[src/core/lpd_map.svh]
/*
 * timing counts and gain codes for the led pump dimming controller.
 * assumes a 25 mhz clock; included by bare name.
 */
`ifndef LPD_MAP_SVH
`define LPD_MAP_SVH

// ==========================================================
// clock and times
`define LPD_CLK_MHZ          25
`define LPD_STEP_DELAY_US    400
`define LPD_STEP_DELAY_CYC   (`LPD_STEP_DELAY_US * `LPD_CLK_MHZ)
`define LPD_SHUTDOWN_LOW_US  1500
`define LPD_SHUTDOWN_CYC     (`LPD_SHUTDOWN_LOW_US * `LPD_CLK_MHZ)
`define LPD_MIN_LOW_NS       200
`define LPD_MIN_LOW_CYC      ((`LPD_MIN_LOW_NS * `LPD_CLK_MHZ + 999) / 1000)
`define LPD_SWITCH_DIV       4

// ==========================================================
// gain in eighths: 132 -> 1056 down to 4.125 -> 33
`define LPD_GAIN_FULL        11'h420
`define LPD_GAIN_LEVELS      6
`define LPD_CNT_W            16

`endif

[src/core/lpd_pkg.sv]
/*
 * types of the led pump dimming controller.
 * assumes nothing beyond the map header.
 */
package lpd_pkg;
    // ==========================================================
    // pump gain modes
    typedef enum logic [1:0] {
        PUMP_X1,
        PUMP_X133,
        PUMP_X15,
        PUMP_X2
    } lpd_pump_type;

    typedef logic [2:0]  lpd_level_type;
    typedef logic [10:0] lpd_gain_type;
endpackage : lpd_pkg

[src/core/lpd_sense_if.sv]
/*
 * interface carrying analog sense flags between controller and pump sequencer.
 * assumes all flags are already synchronised to clock.
 */
`timescale 1ns/1ps
`default_nettype none
interface lpd_sense_if;
    logic       regLost;
    logic       unityOk;
    logic       allOpen;
    logic       restart;
    logic       enable;
    modport ctrl (output regLost, output unityOk, output allOpen, output restart, output enable);
    modport seq  (input regLost, input unityOk, input allOpen, input restart, input enable);
endinterface : lpd_sense_if
`default_nettype wire

[src/core/lpd_sync.sv]
/*
 * two flop synchroniser, bus wide.
 * assumes asynchronous inputs from pins or analog comparators.
 */
`timescale 1ns/1ps
`default_nettype none
module lpd_sync #(
    parameter int W = 1
) (
    // clock and reset
    input  wire logic         clock,
    input  wire logic         nrst,
    // data
    input  wire logic [W-1:0] din,
    output logic      [W-1:0] dout
);
    logic [W-1:0] meta_q;

    // first stage feeds only the second
    always_ff @(posedge clock or negedge nrst) begin
        if (!nrst) begin
            meta_q <= '0;
            dout   <= '0;
        end else begin
            meta_q <= din;
            dout   <= meta_q;
        end
    end
endmodule : lpd_sync
`default_nettype wire

[src/core/lpd_pump_seq.sv]
/*
 * charge pump gain mode sequencer.
 * assumes synchronised sense flags through the seq modport.
 */
`timescale 1ns/1ps
`default_nettype none
`include "lpd_map.svh"
module lpd_pump_seq (
    // clock and reset
    input  wire logic          clock,
    input  wire logic          nrst,
    // sense flags
    lpd_sense_if.seq           sense,
    // pump control
    output lpd_pkg::lpd_pump_type pumpMode,
    output logic               pumpSwitchEn
);
    import lpd_pkg::*;

    localparam int DLY = `LPD_STEP_DELAY_CYC;

    lpd_pump_type mode_q;
    logic [`LPD_CNT_W-1:0] dly_q;
    logic [1:0]            div_q;

    wire stepDone = (dly_q == `LPD_CNT_W'(DLY - 1));
    wire goUnity  = !sense.enable || sense.restart || sense.allOpen || sense.unityOk;

    always_ff @(posedge clock or negedge nrst) begin
        if (!nrst) begin
            mode_q <= PUMP_X1;
            dly_q  <= '0;
        end else if (goUnity) begin
            mode_q <= PUMP_X1;
            dly_q  <= '0;
        end else if (!sense.regLost || mode_q == PUMP_X2) begin
            dly_q  <= '0;
        end else if (stepDone) begin
            dly_q  <= '0;
            unique case (mode_q)
                PUMP_X1:   mode_q <= PUMP_X133;
                PUMP_X133: mode_q <= PUMP_X15;
                PUMP_X15:  mode_q <= PUMP_X2;
                PUMP_X2:   mode_q <= PUMP_X2;
            endcase
        end else begin
            dly_q  <= dly_q + 1'b1;
        end
    end

    // switching clock only away from unity mode
    always_ff @(posedge clock or negedge nrst) begin
        if (!nrst) begin
            div_q <= '0;
        end else begin
            div_q <= div_q + 1'b1;
        end
    end

    assign pumpMode     = mode_q;
    assign pumpSwitchEn = (mode_q != PUMP_X1) && (div_q == 2'h0);

    // ==========================================================
    // checks
    property p_step_wait;
        @(posedge clock) disable iff (!nrst)
        (mode_q == PUMP_X1) ##1 (mode_q == PUMP_X133) |-> $past(dly_q, 1) == `LPD_CNT_W'(DLY - 1);
    endproperty
    a_step_wait: assert property (p_step_wait) else $error("step without full delay");

    property p_no_mid_down;
        @(posedge clock) disable iff (!nrst)
        (mode_q == PUMP_X2) |=> (mode_q == PUMP_X2 || mode_q == PUMP_X1);
    endproperty
    a_no_mid_down: assert property (p_no_mid_down) else $error("stepped to middle gain");

    property p_open_unity;
        @(posedge clock) disable iff (!nrst)
        sense.allOpen |=> mode_q == PUMP_X1;
    endproperty
    a_open_unity: assert property (p_open_unity) else $error("open leds not unity");

    property p_ovp_restart;
        @(posedge clock) disable iff (!nrst)
        sense.restart |=> mode_q == PUMP_X1 && dly_q == '0;
    endproperty
    a_ovp_restart: assert property (p_ovp_restart) else $error("sequencer not restarted");

    property p_x1_quiet;
        @(posedge clock) disable iff (!nrst)
        mode_q == PUMP_X1 |-> !pumpSwitchEn;
    endproperty
    a_x1_quiet: assert property (p_x1_quiet) else $error("switching in unity");

    property p_restart_dly;
        @(posedge clock) disable iff (!nrst)
        (!sense.regLost && !goUnity) |=> dly_q == '0;
    endproperty
    a_restart_dly: assert property (p_restart_dly) else $error("delay not restarted");
endmodule : lpd_pump_seq
`default_nettype wire

[src/core/lpd_led_pump_ctrl.sv]
/*
 * top of the led pump dimming controller: dimming wire decoder, shutdown
 * detection, channel gating and pump sequencing.
 * assumes raw pin and analog comparator inputs, a free 25 mhz oscillator.
 */
`timescale 1ns/1ps
`default_nettype none
`include "lpd_map.svh"

// Summary of operation
// - power up in unity pump mode
// - loss of regulation steps gain after 400us
// - repeat step up to 2x, no higher
// - return straight to 1x, never intermediate
// - enable starts brightness at full 132
// - each of the first five valid edges after enable halves brightness gain
// - sixth edge restores 132, then cycles
// - filter low pulses under minimum time
// - low 1.5ms or more means shutdown
// - open channels excluded from regulation decisions
// - all channels open forces unity mode
// - overvoltage resets and restarts mode sequencer
// - thermal trip gates outputs, resumes when cleared
// - no pump switching in unity mode
// - undervoltage disables channels, enters shutdown
// - shutdown tristates all four led outputs
module lpd_led_pump_ctrl (
    // clock and reset
    input  wire logic                  clock,
    input  wire logic                  nrst,
    // dimming wire pin
    input  wire logic                  enableDimmingWire,
    // analog sense
    input  wire logic [3:0]            chanOpen,
    input  wire logic [3:0]            chanLowHeadroom,
    input  wire logic                  unityOk,
    input  wire logic                  overVoltage,
    input  wire logic                  overTemp,
    input  wire logic                  underVoltage,
    // outputs to analog
    output lpd_pkg::lpd_gain_type      brightnessGain,
    output logic [3:0]                 ledChannelEnable,
    output lpd_pkg::lpd_pump_type      pumpMode,
    output logic                       pumpSwitchEn,
    output logic                       shutdown
);
    import lpd_pkg::*;

    localparam int SHDN = `LPD_SHUTDOWN_CYC;
    localparam int MINL = `LPD_MIN_LOW_CYC;

    // ==========================================================
    // input synchronisers
    logic [10:0] rawIn;
    logic [10:0] syncIn;
    assign rawIn = {enableDimmingWire, chanOpen, chanLowHeadroom, unityOk, overVoltage};

    lpd_sync #(.W(11)) u_sync (
        .clock (clock),
        .nrst  (nrst),
        .din   (rawIn),
        .dout  (syncIn)
    );

    logic uvSync;
    logic otSync;
    lpd_sync #(.W(2)) u_sync_prot (
        .clock (clock),
        .nrst  (nrst),
        .din   ({underVoltage, overTemp}),
        .dout  ({uvSync, otSync})
    );

    wire       wireIn  = syncIn[10];
    wire [3:0] openS   = syncIn[9:6];
    wire [3:0] lowS    = syncIn[5:2];
    wire       unityS  = syncIn[1];
    wire       ovS     = syncIn[0];

    // ==========================================================
    // dimming wire decoder
    logic                  wire_q;
    logic [`LPD_CNT_W-1:0] low_q;
    logic                  enabled_q;
    lpd_level_type         level_q;
    logic                  hot_q;

    wire riseEdge   = wireIn && !wire_q;
    wire lowLongEnd = (low_q >= `LPD_CNT_W'(SHDN - 1));
    wire lowValid   = (low_q >= `LPD_CNT_W'(MINL));
    wire forceOff   = uvSync;
    wire longLow    = !wireIn && lowLongEnd;
    wire wakeEdge   = riseEdge && !enabled_q;
    wire stepEdge   = riseEdge && enabled_q && lowValid;

    function automatic lpd_level_type nextLevel(input lpd_level_type l);
        nextLevel = (l == 3'(`LPD_GAIN_LEVELS - 1)) ? 3'h0 : l + 3'h1;
    endfunction

    always_ff @(posedge clock or negedge nrst) begin
        if (!nrst) begin
            wire_q <= 1'b0;
            low_q  <= '0;
        end else begin
            wire_q <= wireIn;
            if (wireIn) begin
                low_q <= '0;
            end else if (!lowLongEnd) begin
                low_q <= low_q + 1'b1;
            end
        end
    end

    always_ff @(posedge clock or negedge nrst) begin
        if (!nrst) begin
            enabled_q <= 1'b0;
            level_q   <= 3'h0;
        end else if (forceOff || longLow) begin
            enabled_q <= 1'b0;
            level_q   <= 3'h0;
        end else if (wakeEdge) begin
            enabled_q <= 1'b1;
            level_q   <= 3'h0;
        end else if (stepEdge) begin
            level_q   <= nextLevel(level_q);
        end
    end

    // thermal trip only gates outputs, so the dimming level survives it
    always_ff @(posedge clock or negedge nrst) begin
        if (!nrst) begin
            hot_q <= 1'b0;
        end else begin
            hot_q <= otSync;
        end
    end

    assign shutdown         = !enabled_q || hot_q;
    assign brightnessGain   = lpd_gain_type'(`LPD_GAIN_FULL >> level_q);
    assign ledChannelEnable = shutdown ? 4'h0 : ~openS;

    // ==========================================================
    // pump sequencer
    lpd_sense_if sense ();
    assign sense.enable  = !shutdown;
    assign sense.regLost = |(lowS & ~openS);
    assign sense.allOpen = &openS;
    assign sense.unityOk = unityS;
    assign sense.restart = ovS;

    lpd_pump_seq u_seq (
        .clock        (clock),
        .nrst         (nrst),
        .sense        (sense.seq),
        .pumpMode     (pumpMode),
        .pumpSwitchEn (pumpSwitchEn)
    );

    // ==========================================================
    // checks
    property p_shdn_low;
        @(posedge clock) disable iff (!nrst)
        (!wireIn && low_q == `LPD_CNT_W'(SHDN - 1)) |=> shutdown;
    endproperty
    a_shdn_low: assert property (p_shdn_low) else $error("no shutdown after long low");

    property p_wake_full;
        @(posedge clock) disable iff (!nrst)
        (riseEdge && !enabled_q && !forceOff) |=> brightnessGain == `LPD_GAIN_FULL;
    endproperty
    a_wake_full: assert property (p_wake_full) else $error("wake not full scale");

    property p_halve;
        @(posedge clock) disable iff (!nrst)
        (riseEdge && enabled_q && lowValid && !forceOff && level_q != 3'h5)
            |=> brightnessGain == ($past(brightnessGain) >> 1);
    endproperty
    a_halve: assert property (p_halve) else $error("gain not halved");

    property p_wrap;
        @(posedge clock) disable iff (!nrst)
        (riseEdge && enabled_q && lowValid && !forceOff && level_q == 3'h5)
            |=> brightnessGain == `LPD_GAIN_FULL;
    endproperty
    a_wrap: assert property (p_wrap) else $error("sixth edge not full");

    property p_glitch;
        @(posedge clock) disable iff (!nrst)
        (riseEdge && enabled_q && !lowValid && !forceOff) |=> $stable(level_q);
    endproperty
    a_glitch: assert property (p_glitch) else $error("short pulse stepped gain");

    property p_uv_off;
        @(posedge clock) disable iff (!nrst)
        uvSync |=> shutdown && ledChannelEnable == 4'h0;
    endproperty
    a_uv_off: assert property (p_uv_off) else $error("undervoltage not off");

    property p_ot_off;
        @(posedge clock) disable iff (!nrst)
        otSync |=> shutdown;
    endproperty
    a_ot_off: assert property (p_ot_off) else $error("overtemp not off");

    property p_shdn_hiz;
        @(posedge clock) disable iff (!nrst)
        shutdown |-> ledChannelEnable == 4'h0;
    endproperty
    a_shdn_hiz: assert property (p_shdn_hiz) else $error("channel on in shutdown");

    property p_lowcnt_clr;
        @(posedge clock) disable iff (!nrst)
        wireIn |=> low_q == '0;
    endproperty
    a_lowcnt_clr: assert property (p_lowcnt_clr) else $error("low counter kept");

    property p_open_masked;
        @(posedge clock) disable iff (!nrst)
        (openS != 4'h0) |-> (ledChannelEnable & openS) == 4'h0;
    endproperty
    a_open_masked: assert property (p_open_masked) else $error("open channel enabled");

    property p_level_range;
        @(posedge clock) disable iff (!nrst)
        level_q <= 3'(`LPD_GAIN_LEVELS - 1);
    endproperty
    a_level_range: assert property (p_level_range) else $error("gain level out of range");

    property p_rise_on;
        @(posedge clock) disable iff (!nrst)
        (riseEdge && !forceOff) |=> enabled_q;
    endproperty
    a_rise_on: assert property (p_rise_on) else $error("rising edge left device off");

    property p_keep_on;
        @(posedge clock) disable iff (!nrst)
        (enabled_q && !forceOff && !longLow) |=> enabled_q;
    endproperty
    a_keep_on: assert property (p_keep_on) else $error("shutdown without long low");

    property p_level_hold;
        @(posedge clock) disable iff (!nrst)
        (!riseEdge && !forceOff && !longLow) |=> $stable(level_q);
    endproperty
    a_level_hold: assert property (p_level_hold) else $error("gain moved without edge");

    property p_lowcnt_up;
        @(posedge clock) disable iff (!nrst)
        (!wireIn && !lowLongEnd) |=> low_q == $past(low_q) + 1'b1;
    endproperty
    a_lowcnt_up: assert property (p_lowcnt_up) else $error("low counter stalled");

    property p_lowcnt_sat;
        @(posedge clock) disable iff (!nrst)
        (!wireIn && lowLongEnd) |=> $stable(low_q);
    endproperty
    a_lowcnt_sat: assert property (p_lowcnt_sat) else $error("low counter wrapped");

    property p_hot_off;
        @(posedge clock) disable iff (!nrst)
        hot_q |-> shutdown && ledChannelEnable == 4'h0;
    endproperty
    a_hot_off: assert property (p_hot_off) else $error("channel on while hot");

    property p_hot_resume;
        @(posedge clock) disable iff (!nrst)
        (hot_q && !otSync && enabled_q && !forceOff && !longLow) |=> !shutdown;
    endproperty
    a_hot_resume: assert property (p_hot_resume) else $error("no resume after cool down");

    property p_off_unity;
        @(posedge clock) disable iff (!nrst)
        shutdown |=> pumpMode == PUMP_X1;
    endproperty
    a_off_unity: assert property (p_off_unity) else $error("pump active in shutdown");

    property p_uv_full;
        @(posedge clock) disable iff (!nrst)
        uvSync |=> brightnessGain == `LPD_GAIN_FULL;
    endproperty
    a_uv_full: assert property (p_uv_full) else $error("level kept over undervoltage");

    property p_chan_on;
        @(posedge clock) disable iff (!nrst)
        !shutdown |-> ledChannelEnable == ~openS;
    endproperty
    a_chan_on: assert property (p_chan_on) else $error("good channel disabled");

    property p_ovp_unity;
        @(posedge clock) disable iff (!nrst)
        ovS |=> pumpMode == PUMP_X1;
    endproperty
    a_ovp_unity: assert property (p_ovp_unity) else $error("overvoltage kept pump mode");

    property p_unity_back;
        @(posedge clock) disable iff (!nrst)
        unityS |=> pumpMode == PUMP_X1;
    endproperty
    a_unity_back: assert property (p_unity_back) else $error("no return to unity");

    property p_regloss_masked;
        @(posedge clock) disable iff (!nrst)
        ((lowS & ~openS) == 4'h0) |-> !sense.regLost;
    endproperty
    a_regloss_masked: assert property (p_regloss_masked) else $error("open channel drove step");
endmodule : lpd_led_pump_ctrl
`default_nettype wire

[config.mk]
export PLATFORM = sky130hd
export DESIGN_NAME = lpd_led_pump_ctrl
export DESIGN_NICKNAME = d
export VERILOG_FILES = /design/src/core/lpd_pkg.sv /design/src/core/lpd_sense_if.sv /design/src/core/lpd_sync.sv /design/src/core/lpd_pump_seq.sv /design/src/core/lpd_led_pump_ctrl.sv
export VERILOG_INCLUDE_DIRS = /design/src /design/src/core
export SDC_FILE = /design/constraint.sdc
export NUM_CORES = 1
export LEC_CHECK = 0
export BUFFER_PORTS_ARGS = -buffer_cell sky130_fd_sc_hd__buf_2
export CELL_PAD_IN_SITES_DETAIL_PLACEMENT = 1
export CELL_PAD_IN_SITES_GLOBAL_PLACEMENT = 2
export CORE_AREA = 2 2 69 136
export DETAILED_ROUTE_END_ITERATION = 7
export DIE_AREA = 0 0 71 138
export PLACE_DENSITY_LB_ADDON = 0.05
export SLEW_MARGIN = 20
export SYNTH_ARGS = -nofsm -noshare
export SYNTH_HDL_FRONTEND = slang
export SYNTH_SLANG_ARGS = --single-unit
[constraint.sdc]
create_clock -name clock -period 2.6 [get_ports clock]
set_clock_uncertainty 0.05 [all_clocks]
set_input_delay 0.26 -clock clock [delete_from_list [all_inputs] [get_ports clock]]
set_output_delay 0.26 -clock clock [all_outputs]
set_load 0.005 [all_outputs]
==> summary.md, run 1 <==
The worst setup path is launched from a register. For the via count of the first global-routing pass, the log shows 2690. Cell internal power was estimated by the tool at 2010 uW.

The endpoint identified for the worst register-to-register timing path is low_q[12]. Global routing used 17.2% of the available tracks across all layers. The tools report the clock root buffer as clkbuf_16. The last weighted congestion value of the routability-driven placer is 0.763. The worst setup path is captured at a register. Setup repair after global routing left no endpoint under its margin. The vias per cell works out to 5.27. Among all cell types in the netlist, the one instantiated most often is dfrtp_1. Count of flip-flops with a built-in enable after synthesis: 0.

The later pin in the worst-skew pair is clocked with a latency of 0.33 ns. The tools report the smallest hold slack as 0.0658 ns. The Yosys step of the flow raised 0 warnings. For this run the aggregate overflow at the end of global routing stands at 0. dfrtp_1 takes more of the synthesized area than any other cell.

At the pin with the least slew margin, the transition time is 0.880 ns. The clock network is responsible for 52.2% of the overall power. The power density normalized to cell area works out to 644 mW/mm^2. Sorting the synthesized cells by how often they occur yields dfrtp_1 (68), nor2_1 (38), inv_1 (15), nand3_1 (13), xnor2_1 (12). Max-cap violations in this run came to 0.

Counting every sink on the clock net gives 68. The share of the Yosys chip area taken by registers is 52.5%. In this run, CTS created clock tree buffers numbering 9.

Setup violations remaining at the end of the flow were counted as 0. The antenna diode instance count is 0, and the worst reg-to-reg path cell count is 4. The worst flop-to-flop path startpoint is low_q[14]. The number of H-tree branching levels was 3.

The synthesized netlist contains 54 unique library cells. After detailed routing, the average wire length per cell comes to 16.5 um. Among all stages on the critical path, the largest delay is contributed by nor4_2. The area overhead of the layout relative to synthesis came out at 23.2%. The first detailed-routing pass took 4 iterations. The share of synthesized area in the top cell type comes to 52.5%.

The filler cells instantiated in the layout total 982. The worst-case setup margin in the final layout is 0.443 ns, and the clock input transition at the sequential cells of the worst setup and hold paths is 0.06 ns. At the worst endpoint, the required time is 2.77 ns. The standard cell core area was 0.00889 mm^2. The tightest min-delay check is of the primary input to async pin type. Entering global routing, the biggest net connects 69 pins. The detail route stage leaves a number of antenna-violating nets equal to 0. The number of max-slew violations in the final report was 0. The floorplan has 49 rows. The count of buffers added on input and output ports is 33. The logs give 0.00141 mm^2 for the multi-input combinational cell area and 36.4% for the initial core utilization.

The switching part of the total power came out at 21.6%. The peak per-stage delay on the critical path is 0.47 ns. The height of the die works out to 138 um.

The most instantiated flip-flop cell in the synthesis netlist was dfrtp_1. The number of buffers and inverters on the critical path works out to 0. TritonCTS built the clock tree.

After synthesis, the mean cell area works out to 10.7 um^2. The fraction of registers with async set or reset after synthesis is 100%, and the relative slew slack is 41.3%. The maximum vdd ir drop came out at 0.462 mV. For the area of the die, the log shows 0.00980 mm^2. For the synthesized area, the log shows 0.00324 mm^2. The worst setup path is of the register to register kind. Switching power total: 555 uW. The final count of hold timing violations was 0; the slack of the worst reg-to-reg path was 0.44 ns. The final period utilization is 83.0%. After routing, the total negative slack on setup checks comes to 0 ns. The leakage component of the power came out at 0.00176 uW.

The via count is 2441, and the number of violations reported at the end of detailed-routing iteration 0 is 66. The tools report the proportion of power drawn by combinational gates as 4.8%. 34 I/O pins were placed.

Derived from the worst setup path, the maximum achievable clock frequency is 464 MHz. The largest buffer count on any clock path is 2, and the area taken by flip-flops and latches is 0.00170 mm^2. The run finished with clean final reports. The cell class contributing the biggest share of worst-path delay was simple AND/OR/NAND/NOR gates. The layout cell share with drive strength beyond 1 was 22.2%. The number of instances in the synthesized netlist is 303, and the initial antenna violation count is 0. Counting every net in the synthesized netlist gives 324. The first global-routing pass estimated 13100 um of wire. Minimum period implied by the final worst setup slack: 2.16 ns. The run gives 7640 um as the total detailed-routing wirelength. The detailed-placement wirelength estimate was 5360 um; the overall die width was 71 um.

The signal on the critical path passes through nor4_2, a21oi_2, nor4_1, mux2_2. For the worst setup path, the data arrival time is 2.33 ns. For this run, the post-layout net count is 377.

Post-cts repair resize count: 0. Of the total power, registers draw 43.0%. The synthesized design contains 68 register bits.

In the routed design, unresolved DRC markers number 0. The run gives 0.457 ns as the minimum setup slack after placement. Worst-path maximum fanout: 19. Sorting the synthesized cells by area gives the leading types as dfrtp_1 (53%), nor2_1 (4.4%), mux2_2 (3.5%).
-- worst max-delay path by stage --
stage                 to  cells past startpoint      start
5_1_grt        low_q[12]                      4  low_q[14]
4_1_cts        low_q[12]                      4  low_q[14]
2_1_floorplan   low_q[2]                      5   low_q[0]
6_report       low_q[12]                      4  low_q[14]
3_3_place_gp    low_q[0]                      4   low_q[8]
3_5_place_dp   low_q[12]                      4  low_q[14]
-- stage by stage --
stage	cells	power [uW]	instance area [um^2]	util [%]
final	463	2570	3990	44.9
after global routing	463	2680	3990	44.9
after CTS	463	2630	3990	44.9
after detailed placement	434	1240	3530	39.7
after global placement	434	1230	3530	39.7
after floorplan	303	1170	3240	-
-- registers in the layout, indices dropped and copies added (netlist names) --
name / flops
enabled_q: 1
hot_q: 1
level_q: 3
low_q: 16
u_seq.div_q: 2
u_seq.dly_q: 16
u_seq.pumpMode: 2
u_sync.dout: 11
u_sync.meta_q: 11
u_sync_prot.dout: 2
u_sync_prot.meta_q: 2
wire_q: 1
-- timing repair --
action | 4_1_cts | 5_1_grt
buffers inserted | 0 | 0
hold buffers | 13 | 0
endpoints found under the hold margin | 13 | 0
-- layer usage --
metal	track usage, %	share of wire, %
met1	17.4	37
met2	32.6	59
met3	3.28	2.4
met4	7.65	2.0
met5	0	0
-- cell families (layout without fill, tap and decap cells) --
family / Yosys count / count (layout) / synth area share (%)
adder cells (fa/ha/maj): 6 / 6 / 2.32
XOR/XNOR: 15 / 15 / 4.06
AND/OR/NAND/NOR: 135 / 135 / 23.8
AO/OA/AOI/OAI: 39 / 39 / 9.19
buffers and inverters: 28 / 86 / 3.98
multiplexers: 12 / 12 / 4.13
flip-flops: 68 / 68 / 52.5
-- layout make-up --
cell class	count	share of cell area, %
clock buffers	10	5.99
clock inverters	6	2.38
inverters	15	1.41
multi-input cells	207	35.3
flip-flops and latches	68	42.6
well taps	102	3.20
repair buffers	55	9.09
-- worst register-to-register path, cell delays in order (launching register included) --
cell,delay (ns)
dfrtp_1,0.43
nor4_2,0.47
a21oi_2,0.32
nor4_1,0.41
mux2_2,0.37
-- placed cells by master (no fill, tap or decap), types with 3 or more instances in the layout --
cell            n
dfrtp_1        68
nor2_1         38
buf_2          33
inv_1          15
nand3_1        13
dlygate4sd3_1  13
xnor2_1        12
nand2_1        11
nor2b_1        11
mux2_2         10
clkbuf_16       9
buf_4           9
nand2b_1        8
nor4_1          8
nor3_1          7
a211oi_1        6
ha_1            6
and4_1          5
nand4_1         5
or2_2           5
o21ai_0         5
and2_1          4
a21oi_1         4
or4_1           3
and3_1          3
xor2_1          3
a21o_1          3
a221oi_1        3
a31oi_1         3
clkinv_4        3
-- power groups by stage --
stage | registers, uW | clock network, uW | logic (uW)
6_report | 1110 | 1340 | 123
5_1_grt | 1110 | 1430 | 142
4_1_cts | 1110 | 1400 | 127
3_5_place_dp | 1130 | 0 | 112
3_3_place_gp | 1120 | 0 | 110
2_1_floorplan | 1120 | 0 | 55.2
Power figures use the tool's default switching activity.
==> inputs of run 2 (changes only) <==
--- a/config.mk
+++ b/config.mk
@@ -9,9 +9,9 @@
 export BUFFER_PORTS_ARGS = -buffer_cell sky130_fd_sc_hd__buf_2
 export CELL_PAD_IN_SITES_DETAIL_PLACEMENT = 1
 export CELL_PAD_IN_SITES_GLOBAL_PLACEMENT = 2
-export CORE_AREA = 2 2 69 136
+export CORE_AREA = 2 2 73 144
 export DETAILED_ROUTE_END_ITERATION = 7
-export DIE_AREA = 0 0 71 138
+export DIE_AREA = 0 0 75 146
 export PLACE_DENSITY_LB_ADDON = 0.05
 export SLEW_MARGIN = 20
 export SYNTH_ARGS = -nofsm -noshare
==> constraint.sdc (replaced) <==
create_clock -name clock -period 1.97 [get_ports clock]
set_clock_uncertainty 0.05 [all_clocks]
set_input_delay 0.197 -clock clock [delete_from_list [all_inputs] [get_ports clock]]
set_output_delay 0.197 -clock clock [all_outputs]
set_load 0.005 [all_outputs]
==> summary.md, run 2 (synthesis results as in run 1) <==
The run finished with clean final reports. The filler cell count was 1091 (+11%); the number of H-tree branching levels was 3 (unchanged). Setup repair after global routing could not meet its margin everywhere.

The minimum period implied by the final worst setup slack is 1.92 ns (-0.235 ns). The transition at the pin with the smallest max-transition slack is 0.501 ns (-0.379 ns). The overall die width works out to 75 um (+5.6%). The instance count along the most critical hold path came out at 0. The source-to-sink clock delay at the later pin of the worst-skew pair is 0.34 ns (about the same). From synthesis to final layout, the design area changed by 34.1%.

The tools report the number of nets in the layout as 412 (+9.3%). The area of the die was 0.0110 mm^2 (+12%); the detailed-placement wirelength estimate was 5920 um (+11%). In the final layout, the registers with the most flip-flops are low_q x16, u_seq.dly_q x16.

Startpoint kind of the worst setup timing path: a register. The worst-path maximum fanout is 9 (-10). The run gives 0.500 mV (+8.1%) as the maximum vdd ir drop. For the last weighted congestion value of the routability-driven placer, the log shows 0.762 (-0.20%). The category of the most critical setup path was register to register. The logs give 0.296 ns (+0.230 ns) for the smallest hold slack and 3140 uW (+22%) for the total design power. The final count of hold timing violations was 0 (unchanged). The via count of the first global-routing pass was 2809 (+4.4%); the leakage component of the power was 0.00193 uW (+9.9%). In the layout the commonest cells are dfrtp_1 (65), buf_4 (39), nor2_1 (38). The final period utilization works out to 97.6% (+15 points). The number of max-slew violations in the final report was 0 (unchanged); the wire length of the first global-routing pass was 13800 um (+5.5%). The layout cell share with drive strength beyond 1 is 32.1% (+9.9 points).

The min-delay analysis places its worst path in the category register to register. The maximum frequency from static timing analysis came out at 520 MHz (+12%). For the overall fraction of global-route tracks in use, the log shows 16.8% (-0.37 points). The pin count of the biggest net entering global routing was 69 (unchanged); the peak per-stage delay on the critical path was 0.40 ns (-0.07 ns). The arrival time at the worst endpoint was 2.15 ns (-0.18 ns); the cell row count was 51 (+4.1%). The library cell used most frequently in the layout, excluding fill and tap cells, is dfrtp_1. The run gives 0 (unchanged) as the initial antenna violation count. The tools report the number of optimization iterations in the first detailed-route pass as 4 (unchanged). The logs give 0 (unchanged) for the max-capacitance violation count and 0.00976 mm^2 (+9.8%) for the standard cell core area.

The power density normalized to cell area is 723 mW/mm^2 (+12%), and the number of buffers inserted by port buffering is 33 (unchanged). The run gives 33.2% (-3.3 points) as the initial core utilization. Most repeated library cell on the critical path: buf_4. The height of the die works out to 146 um (+5.8%). The tools report the largest buffer count on any clock path as 2 (unchanged). The DRC violation count after routing came out at 0 (unchanged).

The via count was 2627 (+7.6%). For the data required time of the worst path, the log shows 2.19 ns (-0.58 ns). For the number of buffers added by the clock tree synthesis step, the log shows 9 (unchanged). The boundary pin count came out at 34 (unchanged).

The number of sinks handled by clock tree synthesis came out at 68 (unchanged). Clock root buffer: clkbuf_16. The vias per cell works out to 4.98 (-5.6%).

TritonCTS built the clock tree. The slowest stage of the critical path is the dfrtp_1 cell. The relative slew slack is 66.3% (+25 points), and the wire length per cell is 15.8 um (-4.5%). The signal on the critical path passes through buf_4, o31ai_1, a21oi_2, buf_4, nor4b_2, buf_4, o21a_1. The count of final setup violators came out at 0 (unchanged). The tools report the category of the worst setup path capture point as a register.

The worst reg-to-reg path cell count is 7 (+3). The number of violations reported at the end of detailed-routing iteration 0 came out at 61 (-7.6%). The total congestion overflow after global routing was 0 (unchanged). The total detailed-routing wirelength was 8320 um (+9.0%); the post-detailed-route count of antenna-violating nets was 0 (unchanged).

The antenna diode instance count was 0 (unchanged); the clock input transition at the sequential cells of the worst setup and hold paths was 0.06 ns (about the same).
==> run 2: worst paths after layout <==
path | start | end | slack [ns]
max in group asynchronous | nrst | low_q[11] | 1.18
hold / removal | u_sync.meta_q[6] | u_sync.dout[6] | 0.30
setup / recovery | low_q[14] | low_q[15] | 0.05
hold reg to reg | u_sync.meta_q[6] | u_sync.dout[6] | 0.30
setup reg to reg | low_q[14] | low_q[15] | 0.05
min in group asynchronous | nrst | low_q[5] | 0.34
==> run 2: report_power, final <==
| part | leakage, uW | internal [uW] | switching, uW |
|---|---|---|---|
| registers | 0.000872 | 1430 | 18.0 |
| logic | 0.000922 | 87.6 | 101 |
| clock network | 0.000136 | 857 | 642 |
==> run 2: worst max-delay path, delay by kind of cell, from the launching register on <==
family                 cells  cell delay (ns)
flip-flops                 1             0.40
buffers and inverters      3             0.51
AND/OR/NAND/NOR            1             0.33
AO/OA/AOI/OAI              3             0.56
==> run 2: per-stage QoR <==
stage                     instances  setup WS (ns)  setup TNS, ns  cell area [um^2]  util, %
after floorplan                 303         0.0125              0              3240        -
after global placement          494        0.00902              0              3810     39.1
after detailed placement        494        -0.0143        -0.0430              3810     39.1
after CTS                       524       -0.00667        -0.0112              4240     43.4
after global routing            528        -0.0231        -0.0302              4350     44.5
final                           528         0.0478              0              4350     44.5
==> run 2: routing by layer <==
| layer | part of all wire (%) | vias to the layer above | global-route usage [%] |
|---|---|---|---|
| met3 | 2.4 | 12 | 4.02 |
| met5 | 0 | - | 0 |
| met4 | 2.1 | 0 | 6.52 |
| met2 | 59 | 39 | 31.4 |
| met1 | 36 | 1330 | 16.8 |
| li1 | - | 1246 | - |
==> run 2: what timing repair did <==
| action | in CTS | in global routing |
|---|---|---|
| setup endpoints to repair | 7 | 14 |
| resized for setup | 2 | 16 |
| endpoints found under the hold margin | 81 | 0 |
| setup buffers | 0 | 4 |
| hold buffers | 14 | 0 |
| pin swaps | 0 | 4 |
==> run 2: layout make-up <==
class,instances,area (um^2),area share (%)
sequential,68,1710,39.2
multi-input combinational,207,1470,33.9
timing repair buffer,90,669,15.4
clock buffer,9,225,5.18
tap,132,165,3.80
inverter,15,56.3,1.30
clock inverter,7,52.6,1.21
